### src/hdl/eid_regs.svh
// Object indexes, codes, reset values and timing for encoder diagnostics.
//
// Overview of operation
// Supply absent: failure flag true, supply LED off, message 0x8303; else LED green.
// Status input high or open reads true, LED off; pulled low reads false, LED red.
// Status input overvoltage sets error flag, red LED, error message 0x8315.
// Tracks A and B are quadrature; simultaneous changes of both are invalid.
// Invalid transitions are detected and reported only while plausibility check enabled.
// Implausible transitions never step the position count.
// Each plausibility error increments the channel counter and sends message 0x8312.
// A plausibility error sets the channel's process data invalid bit.
// Plausibility counters clear when communication passes from pre-operational to operational.
// A request code in the command object zeroes channel 1 or channel 2 counter.
// With the track filter active, each frequency overrun increments the track counter; overruns on A and B in the same cycle add only one.
// Each channel counts filter overruns on its latch input separately.
// Each channel counts filter overruns on its gate input separately.
// Status input filter is fixed; latch and gate filters stay within 1 MHz.
// Track filters stay within the recommended frequency of each input mode.
// Restore magic value returns settings to defaults; any other value does nothing.
// With filter active, a track level counts only after persisting 2.4 us.
// Event counters saturate instead of wrapping and are zero after power-up.
// Each channel keeps its own flags and counters, driven by its own inputs.
`ifndef EID_REGS_SVH
`define EID_REGS_SVH

// ==========================================================================
// Object indexes and subindexes
`define EID_IDX_STAT 16'h6000
`define EID_SUB_STAT_IN 8'h06
`define EID_SUB_POS 8'h11
`define EID_IDX_PD 16'h6002
`define EID_SUB_PD_INV 8'h0E
`define EID_IDX_SET 16'h8000
`define EID_SUB_DIS_FILT 8'h08
`define EID_SUB_PLAUS_EN 8'h21
`define EID_IDX_SET2 16'h8001
`define EID_SUB_LG_FILT 8'h19
`define EID_IDX_DIAG 16'hA000
`define EID_SUB_SUP_FAIL 8'h04
`define EID_SUB_STAT_ERR 8'h05
`define EID_SUB_PLAUS_CNT 8'h13
`define EID_SUB_LAT_VIOL 8'h14
`define EID_SUB_GATE_VIOL 8'h15
`define EID_SUB_ENC_VIOL 8'h16
`define EID_IDX_CMD 16'hFB00
`define EID_SUB_REQ 8'h01
`define EID_IDX_RESTORE 16'h1011
`define EID_SUB_RST_CNT 8'h00
`define EID_SUB_RST_CMD 8'h01
`define EID_CH_BIT 4

// ==========================================================================
// Codes and reset values
`define EID_RESTORE_MAGIC 32'h64616F6C
`define EID_RESTORE_ENTRIES 8'h01
`define EID_REQ_CLR_CH1 32'h00000001
`define EID_REQ_CLR_CH2 32'h00000002
`define EID_TXT_SUPPLY 16'h8303
`define EID_TXT_STAT_OV 16'h8315
`define EID_TXT_PLAUS 16'h8312
`define EID_DEF_DIS_FILT 1'b1
`define EID_DEF_PLAUS_EN 1'b0
`define EID_DEF_LG_FILT 1'b0

// ==========================================================================
// Timing in ns, cycles derived from the clock rate.
`define EID_CLK_MHZ 125
`define EID_ENC_QUAL_NS 2400
`define EID_LG_QUAL_NS 500
`define EID_STAT_QUAL_NS 5000
`define EID_NS2CYC(ns) (((ns) * `EID_CLK_MHZ + 999) / 1000)
`define EID_ENC_QUAL_CYC `EID_NS2CYC(`EID_ENC_QUAL_NS)
`define EID_LG_QUAL_CYC `EID_NS2CYC(`EID_LG_QUAL_NS)
`define EID_STAT_QUAL_CYC `EID_NS2CYC(`EID_STAT_QUAL_NS)

`endif

### src/hdl/eid_pkg.sv
// Types shared by the encoder diagnostics design.
package eid_pkg;

  // Communication state, Gray coded along init, preop, safeop, op.
  typedef enum logic [1:0] {
    EID_INIT = 2'h0,
    EID_PREOP = 2'h1,
    EID_SAFEOP = 2'h3,
    EID_OP = 2'h2
  } eid_comm_e;

  // Per-channel settings written by the master.
  typedef struct packed {
    logic dis_filt;
    logic plaus_en;
    logic lg_filt_en;
  } eid_cfg_s;

  // One diagnostic message on its way out.
  typedef struct packed {
    logic valid;
    logic is_error;
    logic chan;
    logic [15:0] text_id;
  } eid_diag_s;

endpackage

### src/hdl/eid_filt.sv
// Input qualification filter with overrun pulse.
`timescale 1ns/1ps
`default_nettype none

module eid_filt #(
  parameter int QUAL = 300
) (
  input wire logic clk,
  input wire logic rst_n,
  input wire logic en,
  input wire logic din,
  output logic q,
  output logic viol
);

  localparam int CW = $clog2(QUAL + 1);

  logic [CW-1:0] cnt_r;
  logic q_r;
  logic viol_r;

  // ==========================================================================
  // Qualification
  // A new level must hold QUAL cycles; returning early is an overrun.
  always_ff @(posedge clk or negedge rst_n)
  begin
    if (!rst_n)
    begin
      cnt_r <= '0;
      q_r <= 1'b0;
      viol_r <= 1'b0;
    end
    else if (!en)
    begin
      cnt_r <= '0;
      q_r <= din;
      viol_r <= 1'b0;
    end
    else if (din == q_r)
    begin
      viol_r <= (cnt_r != '0);
      cnt_r <= '0;
    end
    else if (cnt_r == CW'(QUAL - 1))
    begin
      q_r <= din;
      cnt_r <= '0;
      viol_r <= 1'b0;
    end
    else
    begin
      cnt_r <= cnt_r + 1'b1;
      viol_r <= 1'b0;
    end
  end

  assign q = q_r;
  assign viol = viol_r;

endmodule

`default_nettype wire

### src/hdl/eid_top.sv
// Two-channel encoder input diagnostics with object dictionary access.
`timescale 1ns/1ps
`default_nettype none
`include "eid_regs.svh"

module eid_top #(
  parameter int CW = 16,
  parameter int PW = 32
) (
  input wire logic CLK,
  input wire logic RST_N,
  input wire logic [1:0] ENC_A,
  input wire logic [1:0] ENC_B,
  input wire logic [1:0] LATCH_IN,
  input wire logic [1:0] GATE_IN,
  input wire logic [1:0] STATUS_IN,
  input wire logic [1:0] ENC_SUPPLY_OK,
  input wire logic [1:0] STATUS_OVERVOLT,
  input wire logic [1:0] COMM_STATE,
  input wire logic OD_WR,
  input wire logic OD_RD,
  input wire logic [15:0] OD_INDEX,
  input wire logic [7:0] OD_SUB,
  input wire logic [31:0] OD_WDATA,
  output logic [31:0] OD_RDATA,
  output logic OD_ACK,
  output logic OD_ERR,
  output logic [1:0] LED_SUPPLY_GREEN,
  output logic [1:0] LED_STATUS_RED,
  output logic [1:0] PD_INVALID,
  output var eid_pkg::eid_diag_s DIAG
);

  localparam int NCH = 2;
  localparam int NEV = 3;
  localparam int ENC_Q = `EID_ENC_QUAL_CYC;
  localparam int LG_Q = `EID_LG_QUAL_CYC;
  localparam int STAT_Q = `EID_STAT_QUAL_CYC;

  // Saturating increment for all event counters.
  function automatic logic [CW-1:0] sat_inc(input logic [CW-1:0] v);
    sat_inc = (&v) ? v : v + 1'b1;
  endfunction

  // ==========================================================================
  // Reset release and pin synchronisers
  logic rst_s1_r;
  logic rst_n;

  // Reset enters asynchronously but is released through two flops.
  always_ff @(posedge CLK or negedge RST_N)
  begin
    if (!RST_N)
    begin
      rst_s1_r <= 1'b0;
      rst_n <= 1'b0;
    end
    else
    begin
      rst_s1_r <= 1'b1;
      rst_n <= rst_s1_r;
    end
  end

  logic [13:0] pin_s1_r;
  logic [13:0] pin_s2_r;

  // Every track, latch, gate, status and supply pin passes two flops; only the second copy is read.
  always_ff @(posedge CLK or negedge rst_n)
  begin
    if (!rst_n)
    begin
      pin_s1_r <= '0;
      pin_s2_r <= '0;
    end
    else
    begin
      pin_s1_r <= {ENC_A, ENC_B, LATCH_IN, GATE_IN, STATUS_IN,
                   ENC_SUPPLY_OK, STATUS_OVERVOLT};
      pin_s2_r <= pin_s1_r;
    end
  end

  logic [1:0] a_s, b_s, lat_s, gate_s, stat_s, sup_s, ov_s;
  assign {a_s, b_s, lat_s, gate_s, stat_s, sup_s, ov_s} = pin_s2_r;

  // ==========================================================================
  // Object access decode
  logic od_ch;
  logic [15:0] od_base;
  logic restore_go;
  logic [NCH-1:0] clr_req;
  logic [31:0] restore_val_r;

  assign od_ch = OD_INDEX[`EID_CH_BIT];
  assign od_base = OD_INDEX & ~(16'h1 << `EID_CH_BIT);
  // Only the exact magic value triggers a restore.
  assign restore_go = OD_WR && OD_INDEX == `EID_IDX_RESTORE &&
                      OD_SUB == `EID_SUB_RST_CMD &&
                      OD_WDATA == `EID_RESTORE_MAGIC;
  // Request codes zero one channel's plausibility counter.
  assign clr_req[0] = OD_WR && OD_INDEX == `EID_IDX_CMD &&
                      OD_SUB == `EID_SUB_REQ &&
                      OD_WDATA == `EID_REQ_CLR_CH1;
  assign clr_req[1] = OD_WR && OD_INDEX == `EID_IDX_CMD &&
                      OD_SUB == `EID_SUB_REQ &&
                      OD_WDATA == `EID_REQ_CLR_CH2;

  // The restore object keeps whatever value was last written.
  always_ff @(posedge CLK or negedge rst_n)
  begin
    if (!rst_n)
      restore_val_r <= '0;
    else if (OD_WR && OD_INDEX == `EID_IDX_RESTORE &&
             OD_SUB == `EID_SUB_RST_CMD)
      restore_val_r <= OD_WDATA;
  end

  // ==========================================================================
  // Communication state tracking
  eid_pkg::eid_comm_e comm;
  eid_pkg::eid_comm_e comm_p_r;
  logic from_preop_r;
  logic op_entry;

  assign comm = eid_pkg::eid_comm_e'(COMM_STATE);
  assign op_entry = comm == eid_pkg::EID_OP &&
                    comm_p_r != eid_pkg::EID_OP && from_preop_r;

  // Remember that the path to operational started in pre-operational.
  always_ff @(posedge CLK or negedge rst_n)
  begin
    if (!rst_n)
    begin
      comm_p_r <= eid_pkg::EID_INIT;
      from_preop_r <= 1'b0;
    end
    else
    begin
      comm_p_r <= comm;
      if (comm == eid_pkg::EID_PREOP)
        from_preop_r <= 1'b1;
      else if (comm == eid_pkg::EID_INIT || comm == eid_pkg::EID_OP)
        from_preop_r <= 1'b0;
    end
  end

  // ==========================================================================
  // Channel logic
  eid_pkg::eid_cfg_s cfg_r [NCH];
  logic [CW-1:0] plaus_cnt_r [NCH];
  logic [CW-1:0] enc_viol_r [NCH];
  logic [CW-1:0] lat_viol_r [NCH];
  logic [CW-1:0] gate_viol_r [NCH];
  logic [PW-1:0] pos_r [NCH];
  logic [NCH-1:0] sup_fail_r, stat_err_r, stat_true_r, pd_inv_r;
  logic [NCH-1:0] led_sup_r, led_stat_r;
  logic [NCH*NEV-1:0] evt;

  for (genvar ch = 0; ch < NCH; ch++)
  begin : g_ch
    logic enc_en, a_q, b_q, a_v, b_v, lat_v, gate_v, stat_q;
    logic a_p_r, b_p_r, sup_p_r, ov_p_r;
    logic a_chg, b_chg, bad, perr, cfg_wr, clr;

    assign enc_en = ~cfg_r[ch].dis_filt;
    assign cfg_wr = OD_WR && od_ch == ch;
    assign clr = clr_req[ch] | op_entry;

    // Track filters qualify at 2.4 us, within every mode's
    // recommended ceiling for interference rejection.
    eid_filt #(.QUAL(ENC_Q)) u_fa (
      .clk(CLK), .rst_n(rst_n), .en(enc_en), .din(a_s[ch]),
      .q(a_q), .viol(a_v));
    eid_filt #(.QUAL(ENC_Q)) u_fb (
      .clk(CLK), .rst_n(rst_n), .en(enc_en), .din(b_s[ch]),
      .q(b_q), .viol(b_v));
    // Latch and gate filters are set to the 1 MHz recommendation.
    eid_filt #(.QUAL(LG_Q)) u_fl (
      .clk(CLK), .rst_n(rst_n), .en(cfg_r[ch].lg_filt_en),
      .din(lat_s[ch]), .q(), .viol(lat_v));
    eid_filt #(.QUAL(LG_Q)) u_fg (
      .clk(CLK), .rst_n(rst_n), .en(cfg_r[ch].lg_filt_en),
      .din(gate_s[ch]), .q(), .viol(gate_v));
    // The status filter is always on at a fixed limit.
    eid_filt #(.QUAL(STAT_Q)) u_fs (
      .clk(CLK), .rst_n(rst_n), .en(1'b1), .din(stat_s[ch]),
      .q(stat_q), .viol());

    // Both tracks moving in one step is not a quadrature transition.
    assign a_chg = a_q ^ a_p_r;
    assign b_chg = b_q ^ b_p_r;
    assign bad = a_chg & b_chg;
    assign perr = bad & cfg_r[ch].plaus_en;
    assign evt[ch*NEV +: NEV] = {perr, ov_s[ch] & ~ov_p_r,
                                 sup_p_r & ~sup_s[ch]};

    // Per-channel settings, restored on the magic value.
    always_ff @(posedge CLK or negedge rst_n)
    begin
      if (!rst_n)
        cfg_r[ch] <= '{`EID_DEF_DIS_FILT, `EID_DEF_PLAUS_EN,
                       `EID_DEF_LG_FILT};
      else if (restore_go)
        cfg_r[ch] <= '{`EID_DEF_DIS_FILT, `EID_DEF_PLAUS_EN,
                       `EID_DEF_LG_FILT};
      else if (cfg_wr && od_base == `EID_IDX_SET &&
               OD_SUB == `EID_SUB_DIS_FILT)
        cfg_r[ch].dis_filt <= OD_WDATA[0];
      else if (cfg_wr && od_base == `EID_IDX_SET &&
               OD_SUB == `EID_SUB_PLAUS_EN)
        cfg_r[ch].plaus_en <= OD_WDATA[0];
      else if (cfg_wr && od_base == `EID_IDX_SET2 &&
               OD_SUB == `EID_SUB_LG_FILT)
        cfg_r[ch].lg_filt_en <= OD_WDATA[0];
    end

    // Position count; a double step is dropped, not guessed.
    always_ff @(posedge CLK or negedge rst_n)
    begin
      if (!rst_n)
      begin
        a_p_r <= 1'b0;
        b_p_r <= 1'b0;
        pos_r[ch] <= '0;
      end
      else
      begin
        a_p_r <= a_q;
        b_p_r <= b_q;
        if (a_chg ^ b_chg)
        begin
          if (a_chg ? (a_q ^ b_q) : ~(a_q ^ b_q))
            pos_r[ch] <= pos_r[ch] + 1'b1;
          else
            pos_r[ch] <= pos_r[ch] - 1'b1;
        end
      end
    end

    // Supply and status flags with their LEDs, all from this channel.
    always_ff @(posedge CLK or negedge rst_n)
    begin
      if (!rst_n)
      begin
        sup_p_r <= 1'b1;
        ov_p_r <= 1'b0;
        sup_fail_r[ch] <= 1'b0;
        led_sup_r[ch] <= 1'b0;
        stat_true_r[ch] <= 1'b0;
        stat_err_r[ch] <= 1'b0;
        led_stat_r[ch] <= 1'b0;
      end
      else
      begin
        sup_p_r <= sup_s[ch];
        ov_p_r <= ov_s[ch];
        sup_fail_r[ch] <= ~sup_s[ch];
        led_sup_r[ch] <= sup_s[ch];
        stat_true_r[ch] <= stat_q;
        stat_err_r[ch] <= ov_s[ch];
        led_stat_r[ch] <= ~stat_q | ov_s[ch]; // see R2
      end
    end

    // Event counters; an event in the clearing cycle still counts.
    always_ff @(posedge CLK or negedge rst_n)
    begin
      if (!rst_n)
      begin
        plaus_cnt_r[ch] <= '0;
        pd_inv_r[ch] <= 1'b0;
        enc_viol_r[ch] <= '0;
        lat_viol_r[ch] <= '0;
        gate_viol_r[ch] <= '0;
      end
      else
      begin
        if (perr)
          plaus_cnt_r[ch] <= clr ? CW'(1) : sat_inc(plaus_cnt_r[ch]);
        else if (clr)
          plaus_cnt_r[ch] <= '0;
        if (perr)
          pd_inv_r[ch] <= 1'b1;
        else if (clr)
          pd_inv_r[ch] <= 1'b0;
        if (enc_en && (a_v || b_v))
          enc_viol_r[ch] <= sat_inc(enc_viol_r[ch]);
        if (lat_v)
          lat_viol_r[ch] <= sat_inc(lat_viol_r[ch]);
        if (gate_v)
          gate_viol_r[ch] <= sat_inc(gate_viol_r[ch]);
      end
    end
  end

  // ==========================================================================
  // Diagnostic message queue
  logic [NCH*NEV-1:0] pend_r;
  logic [NCH*NEV-1:0] pick;
  eid_pkg::eid_diag_s diag_r;
  eid_pkg::eid_diag_s diag_nxt;

  // Sticky pending bits hold a burst; an event that repeats while its bit is still pending gives one message.
  assign pick = pend_r & (~pend_r + 1'b1);

  // The lowest pending event goes out first.
  always_comb
  begin
    diag_nxt = '0;
    for (int i = 0; i < NCH * NEV; i++)
    begin
      if (pick[i])
      begin
        diag_nxt.valid = 1'b1;
        diag_nxt.chan = 1'(i / NEV);
        diag_nxt.is_error = (i % NEV) != 0;
        case (i % NEV)
          0: diag_nxt.text_id = `EID_TXT_SUPPLY;
          1: diag_nxt.text_id = `EID_TXT_STAT_OV;
          default: diag_nxt.text_id = `EID_TXT_PLAUS;
        endcase
      end
    end
  end

  // A new event wins over the bit sent in that cycle.
  always_ff @(posedge CLK or negedge rst_n)
  begin
    if (!rst_n)
    begin
      pend_r <= '0;
      diag_r <= '0;
    end
    else
    begin
      pend_r <= (pend_r & ~pick) | evt;
      diag_r <= diag_nxt;
    end
  end

  // ==========================================================================
  // Object read and write answers
  logic [31:0] rd_nxt;
  logic hit_nxt;
  logic [31:0] rdata_r;
  logic ack_r, err_r;

  // Decode one object; read-only writes are refused.
  always_comb
  begin
    rd_nxt = '0;
    hit_nxt = 1'b1;
    unique case ({od_base, OD_SUB})
      {`EID_IDX_STAT, `EID_SUB_STAT_IN}:
      begin
        rd_nxt[0] = stat_true_r[od_ch];
        hit_nxt = !OD_WR;
      end
      {`EID_IDX_STAT, `EID_SUB_POS}:
      begin
        rd_nxt = 32'(pos_r[od_ch]);
        hit_nxt = !OD_WR;
      end
      {`EID_IDX_PD, `EID_SUB_PD_INV}:
      begin
        rd_nxt[0] = pd_inv_r[od_ch];
        hit_nxt = !OD_WR;
      end
      {`EID_IDX_SET, `EID_SUB_DIS_FILT}:
        rd_nxt[0] = cfg_r[od_ch].dis_filt;
      {`EID_IDX_SET, `EID_SUB_PLAUS_EN}:
        rd_nxt[0] = cfg_r[od_ch].plaus_en;
      {`EID_IDX_SET2, `EID_SUB_LG_FILT}:
        rd_nxt[0] = cfg_r[od_ch].lg_filt_en;
      {`EID_IDX_DIAG, `EID_SUB_SUP_FAIL}:
      begin
        rd_nxt[0] = sup_fail_r[od_ch];
        hit_nxt = !OD_WR;
      end
      {`EID_IDX_DIAG, `EID_SUB_STAT_ERR}:
      begin
        rd_nxt[0] = stat_err_r[od_ch];
        hit_nxt = !OD_WR;
      end
      {`EID_IDX_DIAG, `EID_SUB_PLAUS_CNT}:
      begin
        rd_nxt = 32'(plaus_cnt_r[od_ch]);
        hit_nxt = !OD_WR;
      end
      {`EID_IDX_DIAG, `EID_SUB_LAT_VIOL}:
      begin
        rd_nxt = 32'(lat_viol_r[od_ch]);
        hit_nxt = !OD_WR;
      end
      {`EID_IDX_DIAG, `EID_SUB_GATE_VIOL}:
      begin
        rd_nxt = 32'(gate_viol_r[od_ch]);
        hit_nxt = !OD_WR;
      end
      {`EID_IDX_DIAG, `EID_SUB_ENC_VIOL}:
      begin
        rd_nxt = 32'(enc_viol_r[od_ch]);
        hit_nxt = !OD_WR;
      end
      default:
      begin
        // Command and restore objects live at single indexes.
        if (OD_INDEX == `EID_IDX_CMD && OD_SUB == `EID_SUB_REQ)
          hit_nxt = 1'b1;
        else if (OD_INDEX == `EID_IDX_RESTORE &&
                 OD_SUB == `EID_SUB_RST_CMD)
          rd_nxt = restore_val_r;
        else if (OD_INDEX == `EID_IDX_RESTORE &&
                 OD_SUB == `EID_SUB_RST_CNT)
        begin
          rd_nxt[7:0] = `EID_RESTORE_ENTRIES;
          hit_nxt = !OD_WR;
        end
        else
          hit_nxt = 1'b0;
      end
    endcase
  end

  // One answer per access, one cycle after it.
  always_ff @(posedge CLK or negedge rst_n)
  begin
    if (!rst_n)
    begin
      rdata_r <= '0;
      ack_r <= 1'b0;
      err_r <= 1'b0;
    end
    else
    begin
      ack_r <= OD_RD | OD_WR;
      err_r <= (OD_RD | OD_WR) & ~hit_nxt;
      rdata_r <= (OD_RD && hit_nxt) ? rd_nxt : '0;
    end
  end

  // ==========================================================================
  // Outputs
  assign OD_RDATA = rdata_r;
  assign OD_ACK = ack_r;
  assign OD_ERR = err_r;
  assign LED_SUPPLY_GREEN = led_sup_r;
  assign LED_STATUS_RED = led_stat_r;
  assign PD_INVALID = pd_inv_r;
  assign DIAG = diag_r;

endmodule

`default_nettype wire

### config.mk
export PLATFORM = sky130hd
export DESIGN_NAME = eid_top
export DESIGN_NICKNAME = d
export VERILOG_FILES = /design/src/hdl/eid_pkg.sv /design/src/hdl/eid_filt.sv /design/src/hdl/eid_top.sv
export VERILOG_INCLUDE_DIRS = /design/src /design/src/hdl
export SDC_FILE = /design/constraint.sdc
export NUM_CORES = 1
export LEC_CHECK = 0
export BUFFER_PORTS_ARGS = -buffer_cell sky130_fd_sc_hd__buf_2
export CAP_MARGIN = 20
export CORE_ASPECT_RATIO = 1.25
export CORE_MARGIN = 2
export CORE_UTILIZATION = 50
export DETAILED_ROUTE_END_ITERATION = 16
export PLACE_DENSITY_LB_ADDON = 0.3
export SYNTH_ARGS = -nofsm -noshare
export SYNTH_HDL_FRONTEND = slang
export SYNTH_SLANG_ARGS = --single-unit
### constraint.sdc
create_clock -name CLK -period 11.9 [get_ports CLK]
set_clock_uncertainty 0.15 [all_clocks]
set_input_delay 0.595 -clock CLK [delete_from_list [all_inputs] [get_ports CLK]]
set_output_delay 0.595 -clock CLK [all_outputs]
set_load 0.01 [all_outputs]
==> results.toml <==
[run_status]
outcome = "finished, final reports clean"

[route]
drt_iter0_drc = 1617
detailedRoute.firstPassIterationCount = 5
antenna_violating_nets_post_route = 0
routed_wl_um = 62600
routed-via-count = 18500
detail_route.vias_per_cell = 6.17
wl_per_cell_um = 20.9
drt_drc_violations_left = 0

[finish]
layout-drive-gt1-share_pct = 15.9
area_growth_pct = 10.7
finalNetCount = 2489
final-instance-count-excl-fill = 2997

[worst_hold_path]
hold_end = "restore_val_r[31]"
path_class_of_the_lowest_slack_min_delay_path = "in -> reg"
min_path_cells = 2
worst_hold_startpoint = "OD_WDATA[31]"

[timing]
report.final.setup_viol = 0
number_of_endpoints_with_negative_hold_slack_in_the_final_report = 0
fin_tns_setup_ns = 0
timing_max_transition_violations_final = 0
post-route-worst-setup-slack_ns = 8.49
timing_limited_maximum_frequency_mhz = 293
tightestPinTransition_ns = 1.08
min_period_ns = 3.41
worst_hold_slack_ns = 0.114
final.period_utilization_pct = 28.7
timing.max_slew.rel_slack_pct = 27.1
unrepaired_setup_endpoints_after_global_routing = "no"

[power_and_ir_drop]
vdd_drop_max_mv = 0.140
pleak_uw = 0.0115
power_density_over_cell_area_nw_per_um2 = 122
power.total_uw = 3130

[placement]
dp.final_hpwl_um = 44900
routabilityCongestion = 0.952
port_buffers = 125
place_inst = 2898
pre_cts_slack_ns = 8.05

[clocking]
cts_post_setup_buffers_inserted = 0
cts_resized = 0
tritoncts = "done"
clock_sink_count = 425
clk_root_buffer_cell = "clkbuf_16"
htree_levels = 2
cts.reportedPaths.clkPinSlew_ns = 0.06
numCtsBuffers = 44
clockBufferDepth = 3
clock_insertion_delay_worst_skew_ns = 0.59

[flow_run]
max_cap_violations = 0

[logic_synthesis]
synth_top_flop_cell = "dfrtp_1"
synth_async_sr_flop_share_pct = 100
ys_warn_count = 0
most_common_cell_in_the_netlist = "dfrtp_1"
ys_top_cells_by_area = "dfrtp_1 45%, xnor2_1 5.6%, mux2_2 4.5%, xor2_1 3.8%, nor2_1 3.5%"
netlist-cell-type-count = 95
post_synth.cell_area_avg_um2 = 10.1
synth_seq_cells = 425
syn_inst = 2307
mappedNetlistArea_um2 = 23200
synth.largest_area_cell = "dfrtp_1"
netlist_top_cells_count = "421 x dfrtp_1, 216 x nor2_1, 173 x nand2_1"
number_of_flops_mapped_to_enable_cells_by_yosys = 0
post-synth-top-area-fraction_pct = 45.3
seq_area_frac_synth_pct = 45.8

[die]
die_ar_um2 = 48200
num_rows = 88
floorplan.initialDensity_pct = 50.5
die_y_um = 245
io-pin-count = 135
design.core.area_um2 = 46000
die_width_um = 197

[grt]
number_of_antenna_violations_at_the_first_check_in_global_routing = 6
pin_count_of_the_biggest_net_entering_global_routing = 155
grt_pass1_wl_um = 98700
grt_usage_pct = 25.9
grt_pass1_vias = 17900
grt_overflow = 0

[worst_setup_path]
arrival_ns = 3.70
worstPathMaxFanout = 38
startpoint_type = "flop"
worst_ep_required_time_ns = 12.18
r2r_start = "g_ch[1].u_fb.q"
critPathCaptureType = "flop"
reg2regPathDepth = 10
critical_path_class = "reg -> reg"
r2r_slack_ns = 8.49
critical_path.reg2reg.endpoint = "pos_r[24]"
## state kept, by name (all words and copies together) (netlist names), 20 cells and up
name,count
plaus_cnt_r,32
enc_viol_r,32
g_ch.u_fs.cnt_r,20
restore_val_r,32
lat_viol_r,32
pos_r,64
gate_viol_r,32
OD_RDATA,32
## metrics by stage
step	cell area (um^2)	utilization (%)
3_3_place_gp	24100	52.4
5_1_grt	25700	55.9
4_1_cts	25700	55.8
6_report	25700	55.9
3_5_place_dp	24100	52.4
2_1_floorplan	23300	-
## power breakdown
| part | switching [uW] | internal [uW] | total [uW] |
|---|---|---|---|
| Clock | 598 | 785 | 1380 |
| Combinational | 122 | 78.3 | 200 |
| Sequential | 57.1 | 1490 | 1550 |
| Total | 777 | 2360 | 3130 |
## repair_timing
item	in CTS	in global routing
hold buffers	17	0
endpoints found under the hold margin	18	0
setup endpoints to repair	0	0
## area by class of cell
cell class / instances / area [um^2]
diodes: 6 / 15.0
clock buffers: 58 / 1210
clock inverters: 17 / 199
fillers: 3980 / 20300
inverters: 66 / 248
multi-input cells: 1680 / 11700
flip-flops and latches: 425 / 10600
well taps: 585 / 732
repair buffers: 160 / 946
## worst max-delay path, stage by stage, from the launching register on
cell and delay, ns:
dfrtp_1 0.60, xnor2_2 0.16, buf_4 0.40, xnor2_1 0.18, ha_1 0.25, nand3_1 0.22, o31ai_1 0.53, o31ai_4 0.20
o31ai_1 0.27, o32ai_1 0.15, xor2_1 0.15
## kinds of logic (layout without fill, tap and decap cells)
kind of cell             count (synthesis)  after routing  share of synthesized area, %
adder cells (fa/ha/maj)                 36             36                          1.94
buffers and inverters                  210            301                          4.06
other                                    2             16                        0.0323
flip-flops                             425            425                          45.8
multiplexers                           179            179                          8.62
XOR/XNOR                               252            252                          9.59
AND/OR/NAND/NOR                        931            931                          20.8
AO/OA/AOI/OAI                          272            272                          9.16
## cells in the final DEF (no fill, tap or decap), types with 55 or more instances in the layout
cell type,n
nand4_1,80
mux2i_1,69
inv_1,66
mux2_2,92
buf_2,124
and3_1,55
nand2_1,173
o21ai_0,57
nor4_1,55
xor2_1,101
xnor2_1,147
nand3_1,133
nor2_1,216
dfrtp_1,420
nor3_1,74
## metal layers
| layer | part of all wire (%) | vias to the layer above | track usage, % |
|---|---|---|---|
| met5 | 0 | - | 0 |
| met4 | 5.6 | 0 | 14.4 |
| met3 | 6.3 | 192 | 3.74 |
| met2 | 47 | 761 | 41.8 |
| met1 | 41 | 9122 | 33.7 |
| li1 | - | 8416 | - |
## how the worst max path moves through the flow
stage,from,to,slack [ns]
after floorplan,rst_n,DIAG[0],4.82
after global placement,OD_INDEX[1],cfg_r[3],8.09
after detailed placement,OD_INDEX[9],cfg_r[3],8.05
after CTS,rst_n,OD_ACK,8.28
after global routing,rst_n,g_ch[0].b_p_r,7.86
final,g_ch[1].u_fb.q,pos_r[24],8.49
Note: power is estimated with default switching activity, not from simulation.
